**config.mk**
```make
export PLATFORM = sky130hd
export DESIGN_NAME = tcr_touch_recal
export DESIGN_NICKNAME = d
export VERILOG_FILES = /design/src/tcr_pkg.sv /design/src/tcr_touch_recal.sv
export SDC_FILE = /design/constraint.sdc
export NUM_CORES = 1
export LEC_CHECK = 0
export BUFFER_PORTS_ARGS = -buffer_cell sky130_fd_sc_hd__buf_2
export CAP_MARGIN = 20
export CORE_MARGIN = 2
export CORE_UTILIZATION = 45
export CTS_BUF_LIST = sky130_fd_sc_hd__clkbuf_16
export CTS_CLUSTER_DIAMETER = 80
export CTS_CLUSTER_SIZE = 12
export DETAILED_ROUTE_END_ITERATION = 8
export GPL_TIMING_DRIVEN = 0
export PLACE_DENSITY = 0.61
export SLEW_MARGIN = 20
export SYNTH_ARGS = -nofsm -noshare
export SYNTH_HDL_FRONTEND = slang
export SYNTH_SLANG_ARGS = --single-unit
```
**constraint.sdc**
```tcl
create_clock -name mclk -period 10.54 [get_ports mclk]
set_input_delay 3.162 -clock mclk [delete_from_list [all_inputs] [get_ports mclk]]
set_output_delay 3.162 -clock mclk [all_outputs]
set_load 0.01 [all_outputs]
```
**src/tcr_pkg.sv**
```systemverilog
// tcr_pkg: register map, field layout, reset values and decode tables
// for the touch recalibration and threshold block.
// assumes: 8-bit register data, three sensor inputs.
package tcr_pkg;
   localparam int NUM_INPUTS = 3;
   localparam int DELTA_W = 8;
   localparam int ACC_W = 17;
   //////////////////////////////////////////////////////////////////////
   // register offsets
   localparam logic [7:0] ADDR_RANGE_FLAGS = 8'h2e;
   localparam logic [7:0] ADDR_RECAL_SETUP = 8'h2f;
   localparam logic [7:0] ADDR_LEVEL_ONE = 8'h30;
   localparam logic [7:0] ADDR_LEVEL_TWO = 8'h31;
   localparam logic [7:0] ADDR_LEVEL_THREE = 8'h32;
   localparam logic [7:0] ADDR_NOISE_LEVEL = 8'h38;
   //////////////////////////////////////////////////////////////////////
   // reset values
   localparam logic [2:0] RST_RANGE_FLAGS = 3'h0;
   localparam logic [7:0] RST_RECAL_SETUP = 8'h8a;
   localparam logic [6:0] RST_TOUCH_LEVEL = 7'h40;
   localparam logic [1:0] RST_NOISE_LEVEL = 2'h1;
   //////////////////////////////////////////////////////////////////////
   // recalibration setup fields
   localparam int BIT_BROADCAST = 7;
   localparam int BIT_KEEP_INTD = 6;
   localparam int BIT_KEEP_NEG = 5;
   localparam int NEG_CNT_LSB = 3;
   localparam int CAL_CODE_LSB = 0;
   //////////////////////////////////////////////////////////////////////
   // negative delta trigger counts
   localparam logic [5:0] NEG_LIMIT_8 = 6'h08;
   localparam logic [5:0] NEG_LIMIT_16 = 6'h10;
   localparam logic [5:0] NEG_LIMIT_32 = 6'h20;
   localparam logic [5:0] NEG_LIMIT_OFF = 6'h00;
   //////////////////////////////////////////////////////////////////////
   // averaging shift (log2 samples): 16..256
   localparam logic [3:0] SHIFT_MIN = 4'h4;
   localparam logic [3:0] SHIFT_MAX = 4'h8;
   //////////////////////////////////////////////////////////////////////
   // update periods in sensing cycles
   localparam logic [12:0] PERIOD_1024 = 13'h0400;
   localparam logic [12:0] PERIOD_2048 = 13'h0800;
   localparam logic [12:0] PERIOD_4096 = 13'h1000;
   localparam logic [12:0] PERIOD_BASE = 13'h0010;
   //////////////////////////////////////////////////////////////////////
   // noise percent codes
   localparam logic [1:0] NOISE_25 = 2'h0;
   localparam logic [1:0] NOISE_37P5 = 2'h1;
   localparam logic [1:0] NOISE_50 = 2'h2;
   localparam logic [1:0] NOISE_62P5 = 2'h3;
endpackage

```
**src/tcr_touch_recal.sv**
```systemverilog
// tcr_touch_recal: touch thresholds, noise screening, negative delta
// triggers and averaged base count updates for three sensor inputs.
// assumes: front end on mclk gives per-input delta samples, noise status,
// base count range status and a sensing cycle tick; host register port
// is a simple single-cycle write / registered read port.
//
// Operation
// - per-input flag shows base count out of range
// - any range flag sets summary status bit
// - broadcast bit copies input one level to all
// - levels two and three always writable directly
// - noise clears partial average unless kept
// - noise clears negative counter unless kept
// - negative count trigger 8/16/32 or off
// - setup code picks 16 to 256 averaged samples
// - setup code picks update interval in cycles
// - one setup code sets both sample count and update interval
// - recalibration settings shared by all inputs
// - three 7-bit touch levels, reset 40h
// - touch when delta exceeds its level
// - noise spikes kept out of averaging
// - noise check disable stops spike screening
// - noise level is percent of touch level
`timescale 1ns/1ps
module tcr_touch_recal (
   // clock and reset
   input wire logic mclk,
   input wire logic rst_n,
   // register port
   input wire logic [7:0] reg_addr,
   input wire logic [7:0] reg_wdata,
   input wire logic reg_wr,
   input wire logic reg_rd,
   output logic [7:0] reg_rdata,
   // front end status
   input wire logic [2:0] base_out_range,
   input wire logic [2:0] noise_status,
   input wire logic noise_check_disable,
   input wire logic cycle_tick,
   // samples
   input wire logic [2:0] sample_valid,
   input wire logic [23:0] delta_flat,
   // results
   output logic range_fault_summary,
   output logic [2:0] touch_detected,
   output logic [2:0] noise_spike,
   output logic [2:0] neg_recal,
   output logic [2:0] recal_update,
   output logic [23:0] recal_value_flat
);
   ///////////////////////////////////////////////////////////////////////
   // decode functions
   function automatic logic [5:0] neg_limit(input logic [1:0] code);
      unique case (code)
         2'h0: neg_limit = tcr_pkg::NEG_LIMIT_8;
         2'h1: neg_limit = tcr_pkg::NEG_LIMIT_16;
         2'h2: neg_limit = tcr_pkg::NEG_LIMIT_32;
         2'h3: neg_limit = tcr_pkg::NEG_LIMIT_OFF;
      endcase
   endfunction

   function automatic logic [3:0] avg_shift(input logic [2:0] code);
      if (code > 3'h4) begin
         avg_shift = tcr_pkg::SHIFT_MAX;
      end else begin
         avg_shift = tcr_pkg::SHIFT_MIN + {1'b0, code};
      end
   endfunction

   function automatic logic [12:0] period(input logic [2:0] code);
      unique case (code)
         3'h5: period = tcr_pkg::PERIOD_1024;
         3'h6: period = tcr_pkg::PERIOD_2048;
         3'h7: period = tcr_pkg::PERIOD_4096;
         default: period = tcr_pkg::PERIOD_BASE << code;
      endcase
   endfunction

   function automatic logic [6:0] noise_level(input logic [6:0] thr,
                                              input logic [1:0] code);
      unique case (code)
         tcr_pkg::NOISE_25: noise_level = thr >> 2;
         tcr_pkg::NOISE_37P5: noise_level = (thr >> 2) + (thr >> 3);
         tcr_pkg::NOISE_50: noise_level = thr >> 1;
         tcr_pkg::NOISE_62P5: noise_level = (thr >> 1) + (thr >> 3);
      endcase
   endfunction

   ///////////////////////////////////////////////////////////////////////
   // register file
   logic [2:0] range_flags;
   logic [7:0] recal_setup;
   logic [6:0] thr_reg [3];
   logic [1:0] noise_code;

   wire wr_setup = reg_wr && (reg_addr == tcr_pkg::ADDR_RECAL_SETUP);
   wire wr_one = reg_wr && (reg_addr == tcr_pkg::ADDR_LEVEL_ONE);
   wire wr_two = reg_wr && (reg_addr == tcr_pkg::ADDR_LEVEL_TWO);
   wire wr_three = reg_wr && (reg_addr == tcr_pkg::ADDR_LEVEL_THREE);
   wire wr_noise = reg_wr && (reg_addr == tcr_pkg::ADDR_NOISE_LEVEL);
   wire broadcast = recal_setup[tcr_pkg::BIT_BROADCAST];
   wire keep_intd = recal_setup[tcr_pkg::BIT_KEEP_INTD];
   wire keep_neg = recal_setup[tcr_pkg::BIT_KEEP_NEG];
   wire [1:0] neg_code = recal_setup[tcr_pkg::NEG_CNT_LSB +: 2];
   wire [2:0] cal_code = recal_setup[tcr_pkg::CAL_CODE_LSB +: 3];
   wire [5:0] neg_lim = neg_limit(neg_code);
   wire [3:0] shift = avg_shift(cal_code);
   wire [8:0] sample_target = 9'h001 << shift;
   wire [12:0] upd_period = period(cal_code);
   wire [6:0] wdata7 = reg_wdata[6:0];
   wire [2:0] thr_load = {wr_three || (wr_one && broadcast),
                          wr_two || (wr_one && broadcast),
                          wr_one};

   always_ff @(posedge mclk or negedge rst_n) begin
      if (!rst_n) begin
         recal_setup <= tcr_pkg::RST_RECAL_SETUP;
         noise_code <= tcr_pkg::RST_NOISE_LEVEL;
      end else begin
         if (wr_setup) begin
            recal_setup <= reg_wdata;
         end
         if (wr_noise) begin
            noise_code <= reg_wdata[1:0];
         end
      end
   end

   // per-level load, broadcast from level one
   for (genvar t = 0; t < tcr_pkg::NUM_INPUTS; t++) begin : g_thr
      always_ff @(posedge mclk or negedge rst_n) begin
         if (!rst_n) begin
            thr_reg[t] <= tcr_pkg::RST_TOUCH_LEVEL;
         end else if (thr_load[t]) begin
            thr_reg[t] <= wdata7;
         end
      end
   end

   // range flags follow the front end; no write path exists
   always_ff @(posedge mclk or negedge rst_n) begin
      if (!rst_n) begin
         range_flags <= tcr_pkg::RST_RANGE_FLAGS;
         range_fault_summary <= 1'b0;
      end else begin
         range_flags <= base_out_range;
         range_fault_summary <= |base_out_range;
      end
   end

   logic [7:0] next_rdata;
   always_comb begin
      unique case (reg_addr)
         tcr_pkg::ADDR_RANGE_FLAGS: next_rdata = {5'h00, range_flags};
         tcr_pkg::ADDR_RECAL_SETUP: next_rdata = recal_setup;
         tcr_pkg::ADDR_LEVEL_ONE: next_rdata = {1'b0, thr_reg[0]};
         tcr_pkg::ADDR_LEVEL_TWO: next_rdata = {1'b0, thr_reg[1]};
         tcr_pkg::ADDR_LEVEL_THREE: next_rdata = {1'b0, thr_reg[2]};
         tcr_pkg::ADDR_NOISE_LEVEL: next_rdata = {6'h00, noise_code};
         default: next_rdata = 8'h00;
      endcase
   end

   always_ff @(posedge mclk or negedge rst_n) begin
      if (!rst_n) begin
         reg_rdata <= 8'h00;
      end else if (reg_rd) begin
         reg_rdata <= next_rdata;
      end
   end

   ///////////////////////////////////////////////////////////////////////
   // noise check disable arrives from a pin: two-stage synchroniser
   logic ncd_meta;
   logic ncd_sync;

   always_ff @(posedge mclk or negedge rst_n) begin
      if (!rst_n) begin
         ncd_meta <= 1'b0;
         ncd_sync <= 1'b0;
      end else begin
         ncd_meta <= noise_check_disable;
         ncd_sync <= ncd_meta;
      end
   end

   ///////////////////////////////////////////////////////////////////////
   // shared update interval counter in sensing cycles
   logic [12:0] cyc_cnt;
   wire period_end = cycle_tick && (cyc_cnt >= upd_period - 13'h0001);

   always_ff @(posedge mclk or negedge rst_n) begin
      if (!rst_n) begin
         cyc_cnt <= 13'h0000;
      end else if (period_end) begin
         cyc_cnt <= 13'h0000;
      end else if (cycle_tick) begin
         cyc_cnt <= cyc_cnt + 13'h0001;
      end
   end

   ///////////////////////////////////////////////////////////////////////
   // per-input sample processing
   for (genvar i = 0; i < tcr_pkg::NUM_INPUTS; i++) begin : g_in
      logic signed [tcr_pkg::ACC_W-1:0] acc;
      logic [8:0] acc_cnt;
      logic [5:0] neg_cnt;
      logic [7:0] avg;
      logic avg_valid;

      wire signed [7:0] d = delta_flat[8*i +: 8];
      wire signed [7:0] thr_s = {1'b0, thr_reg[i]};
      wire signed [7:0] noise_s = {1'b0, noise_level(thr_reg[i],
                                                     noise_code)};
      wire touch_now = sample_valid[i] && (d > thr_s);
      wire noise_now = sample_valid[i] && !touch_now && (d > noise_s)
                       && !ncd_sync;
      wire use_sample = sample_valid[i] && !noise_now;
      wire clr_intd = noise_status[i] && !keep_intd;
      wire clr_neg = noise_status[i] && !keep_neg;
      wire signed [tcr_pkg::ACC_W-1:0] sum = acc + tcr_pkg::ACC_W'(d);
      wire [8:0] next_cnt = acc_cnt + 9'h001;
      wire avg_done = use_sample && (next_cnt >= sample_target);
      wire [7:0] next_avg = 8'(sum >>> shift);
      wire neg_hit = sample_valid[i] && d[7];
      wire [5:0] next_neg = neg_cnt + 6'h01;
      wire neg_fire = neg_hit && (neg_lim != tcr_pkg::NEG_LIMIT_OFF)
                      && (next_neg == neg_lim);

      // averaging of non-noise samples
      always_ff @(posedge mclk or negedge rst_n) begin
         if (!rst_n) begin
            acc <= '0;
            acc_cnt <= 9'h000;
            avg <= 8'h00;
            avg_valid <= 1'b0;
         end else if (clr_intd) begin
            acc <= '0;
            acc_cnt <= 9'h000;
         end else if (avg_done) begin
            acc <= '0;
            acc_cnt <= 9'h000;
            avg <= next_avg;
            avg_valid <= 1'b1;
         end else if (use_sample) begin
            acc <= sum;
            acc_cnt <= next_cnt;
         end
      end

      // consecutive negative delta run
      always_ff @(posedge mclk or negedge rst_n) begin
         if (!rst_n) begin
            neg_cnt <= 6'h00;
         end else if (clr_neg || neg_fire) begin
            neg_cnt <= 6'h00;
         end else if (neg_hit) begin
            neg_cnt <= next_neg;
         end else if (sample_valid[i]) begin
            neg_cnt <= 6'h00;
         end
      end

      always_ff @(posedge mclk or negedge rst_n) begin
         if (!rst_n) begin
            touch_detected[i] <= 1'b0;
            noise_spike[i] <= 1'b0;
            neg_recal[i] <= 1'b0;
            recal_update[i] <= 1'b0;
         end else begin
            if (sample_valid[i]) begin
               touch_detected[i] <= touch_now;
               noise_spike[i] <= noise_now;
            end
            neg_recal[i] <= neg_fire;
            recal_update[i] <= period_end && avg_valid;
         end
      end

      assign recal_value_flat[8*i +: 8] = avg;

   end
endmodule

```
**Word-level counts from Yosys, hierarchy flattened**

Index checks and enable logic that the tools add are counted.

- Register bits: 193
- Output and inout port bits: 45
- Logic and storage cells: 200

- $add $sub $neg: 18
- $lt $le $gt $ge: 11
- Equal/unequal tests: 18
- Shift operators: 5
- Multiplexer cells: 36
- Bitwise operators: 3
- Reductions and logical operators: 71

Operators with widths:

| cell | count |
|---|---|
| 2-to-1 mux 17 bit | 9 |
| case mux 7 bit (4 select lines) | 3 |
| 2-to-1 mux 9 bit | 9 |
| 2-to-1 mux 6 bit | 9 |
| adder 17 x 8 -> 17 bit | 3 |
| >>> shifter 17 x 4 -> 8 bit | 3 |
| == test 8 x 6 -> 1 bit (second input constant) | 6 |
| > comparator 8 bit | 6 |
| case mux 8 bit (6 select lines) | 1 |
| logical AND 1 bit | 43 |
| case mux 13 bit (3 select lines) | 1 |
| adder 9 x 1 -> 9 bit (second input constant) | 3 |
| >= comparator 9 bit | 3 |
| 2-to-1 mux 13 bit | 2 |
| case mux 6 bit (4 select lines) | 1 |
| adder 6 x 4 -> 7 bit | 3 |
| adder 5 x 4 -> 6 bit | 3 |
| adder 6 x 1 -> 6 bit (second input constant) | 3 |
| == test 6 bit | 3 |
| nonzero test 3 bit | 6 |
| adder 13 x 1 -> 13 bit (second input constant) | 1 |
| >= comparator 13 bit | 1 |
| << shifter 5 x 3 -> 13 bit (first input constant) | 1 |
| subtractor 13 x 1 -> 13 bit (second input constant) | 1 |
| 15 further kinds | 38 |

**Logic depth before layout (Yosys ltp)**

Gate-level depths: netlist of run 1.

- Depth after elaboration: 11
- Gate-level depth with buffers: 21
- Gate-level depth less buffers: 19

**Least setup slack after synthesis of run 1**

Ideal clock, no wire load.

- Kind: input port to flip-flop
- From: input delta_flat[23]
- To: register g_in[2].avg[7]
- Data arrival time: 5375 ps
- Required time: 10411 ps
- Setup slack: 5035 ps
- Stages on the path: 9
- Path buffers: 0
- Cell sequence: ha_1 or3_4 or4_4 o21ai_4 o221ai_2 a211oi_2 a211oi_1 and2_1 o41a_1

- Cells in the longest elaborated chain, start to end: 10
- Elaborated cells between the ends (all ways): 13
- Classes of those cells: 1 x add/sub; 2 x order compare; 1 x shift; 9 x reduce/logical

Ends and longest elaborated chain:

| what | RTL line | text |
|---|---|---|
| start, declared | tcr_touch_recal.sv:42 | `input wire logic [23:0] delta_flat,` |
| branches (longest 10 deep; another with adder 17 x 8 -> 17 bit) | - |  |
| end signal, assigned | tcr_touch_recal.sv:243 | `avg <= next_avg;` |
| end, declared | tcr_touch_recal.sv:208 | `logic [7:0] avg;` |

Several ways; the timed one is not identified.
A chain may end at the register's enable or synchronous reset.

**Worst setup path after layout of run 1**

- From: input delta_flat[5]
- To: register g_in[0].avg[6]

- Cells in the longest elaborated chain, start to end: 10
- Elaborated cells between the ends (all ways): 13
- Classes of those cells: 1 x add/sub; 2 x order compare; 1 x shift; 9 x reduce/logical

Ends and longest elaborated chain:

| what | RTL line |
|---|---|
| branches (longest 10 deep; another with adder 17 x 8 -> 17 bit) | - |
| end signal, assigned | tcr_touch_recal.sv:243 |
| end, declared | tcr_touch_recal.sv:208 |

Several ways; the timed one is not identified.

==> results_dict.tcl, run 1 <==
set metrics [dict create \
    grt_overflow 0 \
    drt_pre_antenna_iters 5 \
    grt_pass1_wl_um 64800 \
    tns_ns 0 \
    die_w_um 184 \
    synth_area_mm2 0.0146 \
    status "finished clean" \
    hold_ws_ns 0.352 \
    grt_pass1_vias 12100 \
    synthFlopType "dfrtp_1" \
    hp-class "register to register" \
    crit_cells 10 \
    p_leak_nw 7.74 \
    cts_made_buffers 17 \
    io_buffers 96 \
    fin_cells 2166 \
    hold_buffers 0 \
    root_buffer "clkbuf_16" \
    yosysWarnings 0 \
    synth_edf_count 0 \
    die_h_um 184 \
    core_area_mm2 0.0323 \
    gp_congestion 0.888 \
    final_area_mm2 0.0163 \
    cts_setup_buffers 0 \
    r2r-start "noise_code[0]" \
    grt_antenna_before_repair 2 \
    nNetsFinal 1934 \
    cp-endpoint "g_in[0].avg[6]" \
    dp_cells 2132 \
    fin_crit_ns 6.09 \
    p_total_mw 2.20 \
    async_reset_ff_share_pct 100 \
    synth_cell_type_count 87 \
    gr-usage-all-layers_pct 24.4 \
    drc_errors 0 \
    reg2reg_depth 13 \
    slew_headroom_pct 30.8 \
    power_density_mw_per_mm2 135 \
    rsz0062_at_grt "no" \
    cpMaxStageDelayCell "nor3b_1" \
    setup_violations 0 \
    post-dp-hpwl_um 31100 \
    cp_cell_sequence "buf_2 -> ha_1 -> a21o_1 -> a221o_1 -> o21ai_0 -> o21ai_1 -> nor3b_1 -> clkbuf_1 -> nor2_1 -> a31oi_1" \
    reg2reg_slack_ns 5.23 \
    post-place-ws_ns 3.99 \
    worstPathRequired_ns 10.92 \
    syn_to_final_growth_pct 11.7 \
    num_io_pins 100 \
    avgSynthCellArea_um2 9.24 \
    post-route-util_pct 50.6 \
    cpPeakStageDelay_ns 0.91 \
    synth_cells 1584 \
    initial_core_util_pct 45.3 \
    drt_iter0_drc 928 \
    cts_tree "yes" \
    via_per_inst 5.72 \
    cts.htree.levels 4 \
    layout-drive-gt1-share_pct 12.4 \
    fmax_ghz 0.164 \
    drtAntennaViolNets 0 \
    ys_seq_elements 190 \
    grt_max_degree 72 \
    fillers 3040 \
    vias 12400 \
    postPlaceCellArea_mm2 0.0158 \
    slew_viol_final 0 \
    finalClockSkew_ns 0.0185 \
    critPathTopFamily "compound AO/OA/AOI/OAI gates" \
    min_period_over_period_pct 57.8 \
    hold_viol_final 0 \
    crit_type "input pin to register" \
    r2r_end "g_in[0].avg[6]" \
    startpoint_type "input pin" \
    critPathMaxFanout 10 \
    cts.path.max_buffers 2 \
    worst_pin_slew_ns 1.04 \
    cap_violations 0 \
    clock_latency_ns 0.47 \
    crit_path_end_kind "register" \
    cts_resized 0 \
    final.setup.worst_slack_ns 4.45 \
    critPathLaunch "delta_flat[5]" \
    wl_per_cell_um 18.5 \
    cp_data_arrival_time_ns 6.47 \
    clk_pin_slew_ns 0.07 \
    ir_worst_vdd_v 0.000126 \
    cp_num_buf_inv 2 \
    drt-total-wl_um 40100 \
    rows 66 \
    dieArea_mm2 0.0340 \
    yosysSeqAreaShare_pct 32.5 \
    cts_sinks 190 \
]
-- Yosys cell counts (5+ instances only) --
| library cell | instances | area [um2] |
|---|---|---|
| a211o_1 | 12 | 105 |
| a211oi_1 | 24 | 180 |
| a21o_1 | 42 | 315 |
| a21oi_1 | 87 | 435 |
| a221oi_1 | 7 | 61.3 |
| a22o_1 | 52 | 455 |
| a31oi_1 | 23 | 144 |
| and2_1 | 13 | 81.3 |
| and3_1 | 16 | 100 |
| buf_1 | 5 | 18.8 |
| clkbuf_1 | 61 | 229 |
| dfrtp_1 | 183 | 4580 |
| dfstp_2 | 7 | 184 |
| fa_1 | 9 | 180 |
| ha_1 | 161 | 2010 |
| inv_1 | 77 | 289 |
| mux2_2 | 41 | 462 |
| mux2i_1 | 22 | 220 |
| mux4_2 | 10 | 225 |
| nand2_1 | 122 | 458 |
| nand2b_1 | 20 | 125 |
| nand3_1 | 45 | 225 |
| nand4_1 | 17 | 106 |
| nor2_1 | 106 | 398 |
| nor2b_1 | 34 | 213 |
| nor3_1 | 17 | 85.1 |
| nor3b_1 | 8 | 60.1 |
| nor4_1 | 5 | 31.3 |
| o2111ai_1 | 5 | 43.8 |
| o211ai_1 | 7 | 52.6 |
| o21a_1 | 22 | 165 |
| o21ai_0 | 96 | 480 |
| o21ai_1 | 5 | 25.0 |
| o21bai_1 | 6 | 45.0 |
| o22ai_1 | 11 | 68.8 |
| o31a_1 | 5 | 43.8 |
| o31ai_1 | 7 | 52.6 |
| or2_2 | 5 | 31.3 |
| or3_1 | 8 | 50.1 |
| xnor2_1 | 52 | 455 |
| xor2_1 | 40 | 350 |
-- power breakdown --
group          switching, mW  leakage [nW]  internal [mW]
Clock                  0.338         0.276          0.315
Combinational          0.407          4.95          0.290
Sequential            0.0576          2.52          0.793
Total                  0.803          7.74           1.40
-- placed cells by master, fill, tap and decap left out, types with 10 or more instances in the layout --
master     netlist  layout
a211o_1         12      12
a211oi_1        24      24
a21o_1          42      42
a21oi_1         87      87
a22o_1          52      52
a31oi_1         23      23
and2_1          13      13
and3_1          16      16
buf_2            0      96
clkbuf_1        61      61
clkbuf_16        0      17
dfrtp_1        183     183
ha_1           161     161
inv_1           77      77
mux2_2          41      41
mux2i_1         22      22
mux4_2          10      10
nand2_1        122     122
nand2b_1        20      20
nand3_1         45      45
nand4_1         17      17
nor2_1         106     106
nor2b_1         34      34
nor3_1          17      17
o21a_1          22      22
o21ai_0         96      96
o22ai_1         11      11
xnor2_1         52      52
xor2_1          40      40
-- area by class of cell --
cell class | count | area [um2] | share of cell area, %
antenna | 2 | 5.00 | 0.0306
inverter | 81 | 304 | 1.86
timing repair buffer | 99 | 551 | 3.37
clock buffer | 17 | 425 | 2.60
tap | 442 | 553 | 3.38
multi-input combinational | 1254 | 9350 | 57.2
clock inverter | 15 | 146 | 0.895
sequential | 190 | 4760 | 29.1
buffer | 66 | 248 | 1.52
-- cells by family (layout without fill, tap and decap cells) --
family                   after synthesis  after routing  synth area share [%]
AO/OA/AOI/OAI                        463            463                  21.6
XOR/XNOR                              93             93                  5.62
adder cells (fa/ha/maj)              171            171                  15.1
buffers and inverters                147            278                  3.77
flip-flops                           190            190                  32.5
multiplexers                          74             74                  6.28
other                                  2             11                0.0513
AND/OR/NAND/NOR                      444            444                  15.1
-- registers in the layout, summed over array words and instances (netlist names), 8 cells and up --
signal and count:
g_in.acc_cnt 27, g_in.thr_s 21, recal_setup 8, g_in.avg 24, g_in.acc 48, cyc_cnt 13
reg_rdata 8, g_in.neg_cnt 18
-- metal layers --
| layer | part of all wire, % | global-route usage (%) | vias up |
|---|---|---|---|
| met2 | 46 | 38.9 | 294 |
| met5 | 0 | 0 | - |
| met4 | 1.9 | 7.42 | 0 |
| met1 | 48 | 33.9 | 5994 |
| met3 | 4.5 | 4.21 | 41 |
| li1 | - | - | 6068 |
-- how the worst min path moves through the flow --
stage	startpoint	end	slack (ns)	cells past startpoint
after global routing	ncd_meta	ncd_sync	0.36	0
final	ncd_meta	ncd_sync	0.35	0
after CTS	ncd_meta	ncd_sync	0.35	0
after global placement	ncd_meta	ncd_sync	0.33	0
after detailed placement	ncd_meta	ncd_sync	0.34	0
after floorplan	ncd_meta	ncd_sync	0.33	0
Power figures use the tool's default switching activity.
==> run 2: changes to the inputs <==
--- a/config.mk
+++ b/config.mk
@@ -14,7 +14,7 @@
 export CTS_CLUSTER_SIZE = 12
 export DETAILED_ROUTE_END_ITERATION = 8
 export GPL_TIMING_DRIVEN = 0
-export PLACE_DENSITY = 0.61
+export PLACE_DENSITY = 0.64
 export SLEW_MARGIN = 20
 export SYNTH_ARGS = -nofsm -noshare
 export SYNTH_HDL_FRONTEND = slang
==> constraint.sdc (replaced) <==
create_clock -name mclk -period 5.15 [get_ports mclk]
set_input_delay 1.545 -clock mclk [delete_from_list [all_inputs] [get_ports mclk]]
set_output_delay 1.545 -clock mclk [all_outputs]
set_load 0.01 [all_outputs]
==> run 2 against run 1 <==
Against the previous run: core utilization up 0.16 points; sequential cell count is the same; global-route usage fell by 0.28 points; sequential share of layout area fell by 0.093 points; design area rose by 0.32%; power up 110%; final cell count barely moved; count of clock-buffer cells in the layout did not move; worst hold slack improved by 0.0052 ns.
==> results_dict.tcl, run 2 (synthesis results as in run 1) <==
set metrics [dict create \
    postPlaceCellArea_mm2 0.0158 \
    top_register "g_in.acc" \
    grt_pass1_vias 12200 \
    grt_pass1_wl_um 64300 \
    power_density_mw_per_mm2 281 \
    cts.path.max_buffers 2 \
    hold_viol_final 0 \
    whs_path_depth 0 \
    crit_type "register to register" \
    cp_num_buf_inv 5 \
    cts_made_buffers 17 \
    nNetsFinal 1934 \
    syn_to_final_growth_pct 12.1 \
    largest_reg_flops 48 \
    critPathTopFamily "buffers and inverters" \
    num_io_pins 100 \
    fmax_ghz 0.211 \
    core_area_mm2 0.0323 \
    cts.htree.levels 4 \
    worstHoldStart "ncd_meta" \
    r2r-start "noise_code[0]" \
    grt_max_degree 94 \
    hp-class "register to register" \
    crit_path_end_kind "register" \
    cts_sinks 190 \
    clk_pin_slew_ns 0.07 \
    p_total_mw 4.60 \
    die_w_um 184 \
    gp_congestion 0.898 \
    gr-usage-all-layers_pct 24.1 \
    drt_iter0_drc 943 \
    startpoint_type "register" \
    cpPeakStageDelay_ns 0.52 \
    drc_errors 0 \
    worstPathRequired_ns 5.54 \
    cap_violations 0 \
    initial_core_util_pct 45.3 \
    cp_common_cell "clkbuf_1" \
    holdPathEnd "ncd_sync" \
    io_buffers 96 \
    tns_ns 0 \
    min_period_over_period_pct 92.1 \
    drt-total-wl_um 40300 \
    hold_ws_ns 0.357 \
    dieArea_mm2 0.0340 \
    drt_pre_antenna_iters 5 \
    via_per_inst 5.83 \
    setup_violations 0 \
    cpMaxStageDelayCell "dfstp_2" \
    vias 12600 \
    r2r_end "g_in[0].acc[8]" \
    post-dp-hpwl_um 30700 \
    worst_pin_slew_ns 0.953 \
    fin_crit_ns 4.74 \
    finalClockSkew_ns 0.0118 \
    cts_setup_buffers 0 \
    drtAntennaViolNets 0 \
    p_leak_nw 7.76 \
    reg2reg_slack_ns 0.41 \
    rows 66 \
    ir_worst_vdd_v 0.000255 \
    slew_headroom_pct 36.0 \
    wl_per_cell_um 18.6 \
    layout-drive-gt1-share_pct 12.5 \
    layout_common_cells "dfrtp_1 (183), ha_1 (161), nand2_1 (122)" \
    grt_overflow 0 \
    final_area_mm2 0.0164 \
    fillers 2987 \
    status "finished clean" \
    rsz0062_at_grt "no" \
    die_h_um 184 \
    top_regs "g_in.acc (48), g_in.acc_cnt (27), g_in.avg (24)" \
    critPathMaxFanout 10 \
    reg2reg_depth 13 \
    slew_viol_final 0 \
    cp_cell_sequence "clkbuf_1 -> buf_1 -> clkbuf_2 -> mux4_2 -> ha_1 -> and3_1 -> a311oi_1 -> o21ai_0 -> o21ai_1 -> nor2b_1 -> clkbuf_1 -> clkbuf_1 -> a22o_1" \
    final_common_cell "dfrtp_1" \
    cts_tree "yes" \
    root_buffer "clkbuf_16" \
    grt_antenna_before_repair 2 \
    cp_data_arrival_time_ns 5.14 \
    clock_latency_ns 0.46 \
]
==> run 2: cell count changes in the layout (fill, tap and decap cells not counted), moves of 2 or more <==
| cell | change |
|---|---|
| bufinv_16 | +3 |
| clkinvlp_4 | +3 |
| clkbuf_2 | +2 |
| inv_8 | -4 |
==> run 2: worst max-delay path by stage <==
stage | cells after the start | endpoint | slack, ns | startpoint
after floorplan | 9 | g_in[2].avg[7] | 1.26 | delta_flat[23]
after global placement | 1 | g_in[1].thr_s[1] | -0.80 | rst_n
after detailed placement | 12 | g_in[0].avg[3] | 0.03 | noise_code[0]
after CTS | 12 | g_in[0].avg[3] | 0.01 | noise_code[0]
after global routing | 13 | g_in[0].acc[7] | 0.13 | noise_code[0]
final | 13 | g_in[0].acc[8] | 0.41 | noise_code[0]
==> run 2: worst reg2reg max path, cell delays in order (launching register included) <==
cell,delay [ns]
dfstp_2,0.52
clkbuf_1,0.40
buf_1,0.48
clkbuf_2,0.38
mux4_2,0.36
ha_1,0.28
and3_1,0.19
a311oi_1,0.25
o21ai_0,0.26
o21ai_1,0.47
nor2b_1,0.20
clkbuf_1,0.22
clkbuf_1,0.46
a22o_1,0.22
==> run 2: per-stage QoR <==
stage / util, % / std cells / setup slack (ns)
global route: 50.8 / 2164 / 0.130
CTS: 50.7 / 2164 / 0.0133
finish: 50.8 / 2165 / 0.408
global placement: 48.6 / 2129 / -0.804
detailed placement: 48.8 / 2132 / 0.0344
floorplan: - / 1591 / 1.26
==> run 2: final cells by class <==
| class | count | area, um2 | share of cell area, % |
|---|---|---|---|
| diodes | 1 | 2.50 | 0.0153 |
| plain buffers | 66 | 250 | 1.53 |
| clock buffers | 17 | 425 | 2.59 |
| clock inverters | 15 | 184 | 1.12 |
| inverters | 81 | 304 | 1.85 |
| multi-input cells | 1254 | 9370 | 57.1 |
| flip-flops and latches | 190 | 4760 | 29.0 |
| well taps | 442 | 553 | 3.37 |
| repair buffers | 99 | 551 | 3.36 |
==> run 2: where the power goes <==
| part | internal, mW | switching [mW] |
|---|---|---|
| sequential | 1.62 | 0.115 |
| clock | 0.770 | 0.658 |
| combinational | 0.594 | 0.840 |
==> run 2: repair_timing <==
item | CTS | global route
endpoints found under the setup margin | 0 | 38
resized for setup | 0 | 6
hold buffers | 0 | 0
==> run 2: per-layer routing <==
metal  GRT usage [%]  part of all wire [%]  up-vias
li1                -                     -     6059
met1            33.1                    47     6165
met2            39.2                    46      364
met3            4.80                   5.4       40
met4            5.95                   1.6        2
met5               0                 0.032        -
==> run 3: changes to the inputs <==
--- a/config.mk
+++ b/config.mk
@@ -8,13 +8,13 @@
 export BUFFER_PORTS_ARGS = -buffer_cell sky130_fd_sc_hd__buf_2
 export CAP_MARGIN = 20
 export CORE_MARGIN = 2
-export CORE_UTILIZATION = 45
+export CORE_UTILIZATION = 38
 export CTS_BUF_LIST = sky130_fd_sc_hd__clkbuf_16
 export CTS_CLUSTER_DIAMETER = 80
 export CTS_CLUSTER_SIZE = 12
 export DETAILED_ROUTE_END_ITERATION = 8
 export GPL_TIMING_DRIVEN = 0
-export PLACE_DENSITY = 0.64
+export PLACE_DENSITY = 0.55
 export SLEW_MARGIN = 20
 export SYNTH_ARGS = -nofsm -noshare
 export SYNTH_HDL_FRONTEND = slang
==> run 3 against run 2 <==
Against the previous run: power fell by 0.58%; wire length rose by 5.6%; register-to-register slack got worse by 0.10 ns; sequential share of layout area fell by 0.080 points; sequential cell count did not move; via count fell by 1.5%; critical path depth rose by 2; first-iteration DRC count fell by 30%; combinational power barely moved; design area rose by 0.27%; count of clock-buffer cells in the layout did not move; largest power group unchanged.
==> results_dict.tcl, run 3 (synthesis results as in run 1) <==
set metrics [dict create \
    hp-class "register to register" \
    grt_max_degree 92 \
    initial_core_util_pct 38.8 \
    worst_pin_slew_ns 1.04 \
    hold_viol_final 0 \
    cts_made_buffers 17 \
    cts_resized 0 \
    core_area_mm2 0.0378 \
    top_regs "g_in.acc (48), g_in.acc_cnt (27), g_in.avg (24)" \
    io_buffers 96 \
    r2r_end "g_in[1].avg[7]" \
    cts.htree.levels 4 \
    reg2reg_depth 15 \
    slew_viol_final 0 \
    fin_crit_ns 4.85 \
    largest_reg_flops 48 \
    grt_use_met2_pct 33.7 \
    num_io_pins 100 \
    root_buffer "clkbuf_16" \
    critPathMaxFanout 10 \
    slew_headroom_pct 30.3 \
    dieArea_mm2 0.0401 \
    ir_worst_vdd_v 0.000237 \
    cts_sinks 190 \
    grtUsageMet3_pct 3.25 \
    final_common_cell "dfrtp_1" \
    crit_type "register to register" \
    cp_data_arrival_time_ns 5.23 \
    fillers 3738 \
    cts.path.max_buffers 2 \
    startpoint_type "register" \
    worstHoldStart "ncd_meta" \
    setup_violations 0 \
    grt_pass1_vias 12100 \
    rows 71 \
    power_density_mw_per_mm2 278 \
    min_period_over_period_pct 94.1 \
    gp_congestion 0.932 \
    layout-drive-gt1-share_pct 12.5 \
    layout_common_cells "dfrtp_1 (183), ha_1 (161), nand2_1 (122)" \
    hold_ws_ns 0.362 \
    post-dp-hpwl_um 32500 \
    fin_cells 2232 \
    drt_pre_antenna_iters 4 \
    drt_iter0_drc 659 \
    cts_setup_buffers 0 \
    busiest_layer "met2" \
    gr-usage-all-layers_pct 21.1 \
    die_h_um 200 \
    crit_path_end_kind "register" \
    via_per_inst 5.57 \
    p_leak_nw 7.76 \
    drt-total-wl_um 42500 \
    antenna_cells 0 \
    die_w_um 200 \
    grt_antenna_before_repair 2 \
    finalClockSkew_ns 0.0117 \
    wl_per_cell_um 19.0 \
    syn_to_final_growth_pct 12.4 \
    nNetsFinal 1933 \
    reg2reg_slack_ns 0.30 \
    cts_tree "yes" \
    holdPathEnd "ncd_sync" \
    whs_path_depth 0 \
    r2r-start "noise_code[0]" \
    dp_cells 2200 \
    worstPathRequired_ns 5.53 \
    cap_violations 0 \
    status "finished clean" \
    drc_errors 0 \
    grt_pass1_wl_um 67700 \
    rsz0062_at_grt "no" \
    hold_buffers 0 \
    clock_latency_ns 0.46 \
    top_register "g_in.acc" \
    clk_pin_slew_ns 0.08 \
    fmax_ghz 0.206 \
    drtAntennaViolNets 0 \
    grtUsageMet1_pct 30.2 \
    vias 12400 \
    grt_overflow 0 \
]
[run 3: report_power, final]
part | switching [mW] | internal [mW]
combinational | 0.849 | 0.595
sequential | 0.117 | 1.62
clock | 0.705 | 0.686
total | 1.67 | 2.90
[run 3: how the worst max path moves through the flow]
stage               slack (ns)           start             end  cells after the start
finish                    0.30   noise_code[0]  g_in[1].avg[7]                     15
detailed placement        0.12   noise_code[0]  g_in[1].acc[6]                     13
floorplan                 1.26  delta_flat[23]  g_in[2].avg[7]                      9
CTS                       0.06   noise_code[0]  g_in[1].acc[6]                     13
global placement         -0.91           rst_n    reg_rdata[0]                      1
global route              0.02   noise_code[0]  g_in[1].avg[7]                     15
[run 3: per-layer routing]
layer	vias to the layer above	part of all wire (%)	wire length, um
li1	6049	-	-
met1	6110	49	20900
met2	240	46	19500
met3	38	3.6	1530
met4	4	1.2	522
met5	-	0.061	26
[run 3: cell type report]
type	instances	area, um2	share of cell area (%)
multi-input combinational	1254	9370	57.0
sequential	190	4760	29.0
tap	511	639	3.89
timing repair buffer	98	546	3.32
clock buffer	17	425	2.59
inverter	81	304	1.85
buffer	66	250	1.52
clock inverter	15	150	0.913
[run 3: stage by stage]
| step | setup slack [ns] | area [um2] | utilization [%] | power, mW | setup TNS [ns] |
|---|---|---|---|---|---|
| 6_report | 0.304 | 16400 | 43.6 | 4.57 | 0 |
| 5_1_grt | 0.0233 | 16400 | 43.6 | 4.84 | 0 |
| 4_1_cts | 0.0638 | 16400 | 43.5 | 4.60 | 0 |
| 3_5_place_dp | 0.117 | 15900 | 42.0 | 3.20 | 0 |
| 3_3_place_gp | -0.915 | 15800 | 41.8 | 3.16 | -163.15 |
| 2_1_floorplan | 1.26 | 14700 | - | 2.75 | 0 |
[run 3: worst max-delay path: stages, from the launching register on]
cell and delay, ns:
dfstp_2 0.52, clkbuf_1 0.41, clkbuf_2 0.37, clkbuf_1 0.47, a21oi_1 0.13, a21oi_1 0.22
ha_1 0.29, nand4_1 0.12, nor2_1 0.05, or4_1 0.46, a311o_1 0.43, or3b_1 0.21
clkbuf_1 0.32, clkbuf_1 0.43, a31oi_1 0.08, a32oi_1 0.23
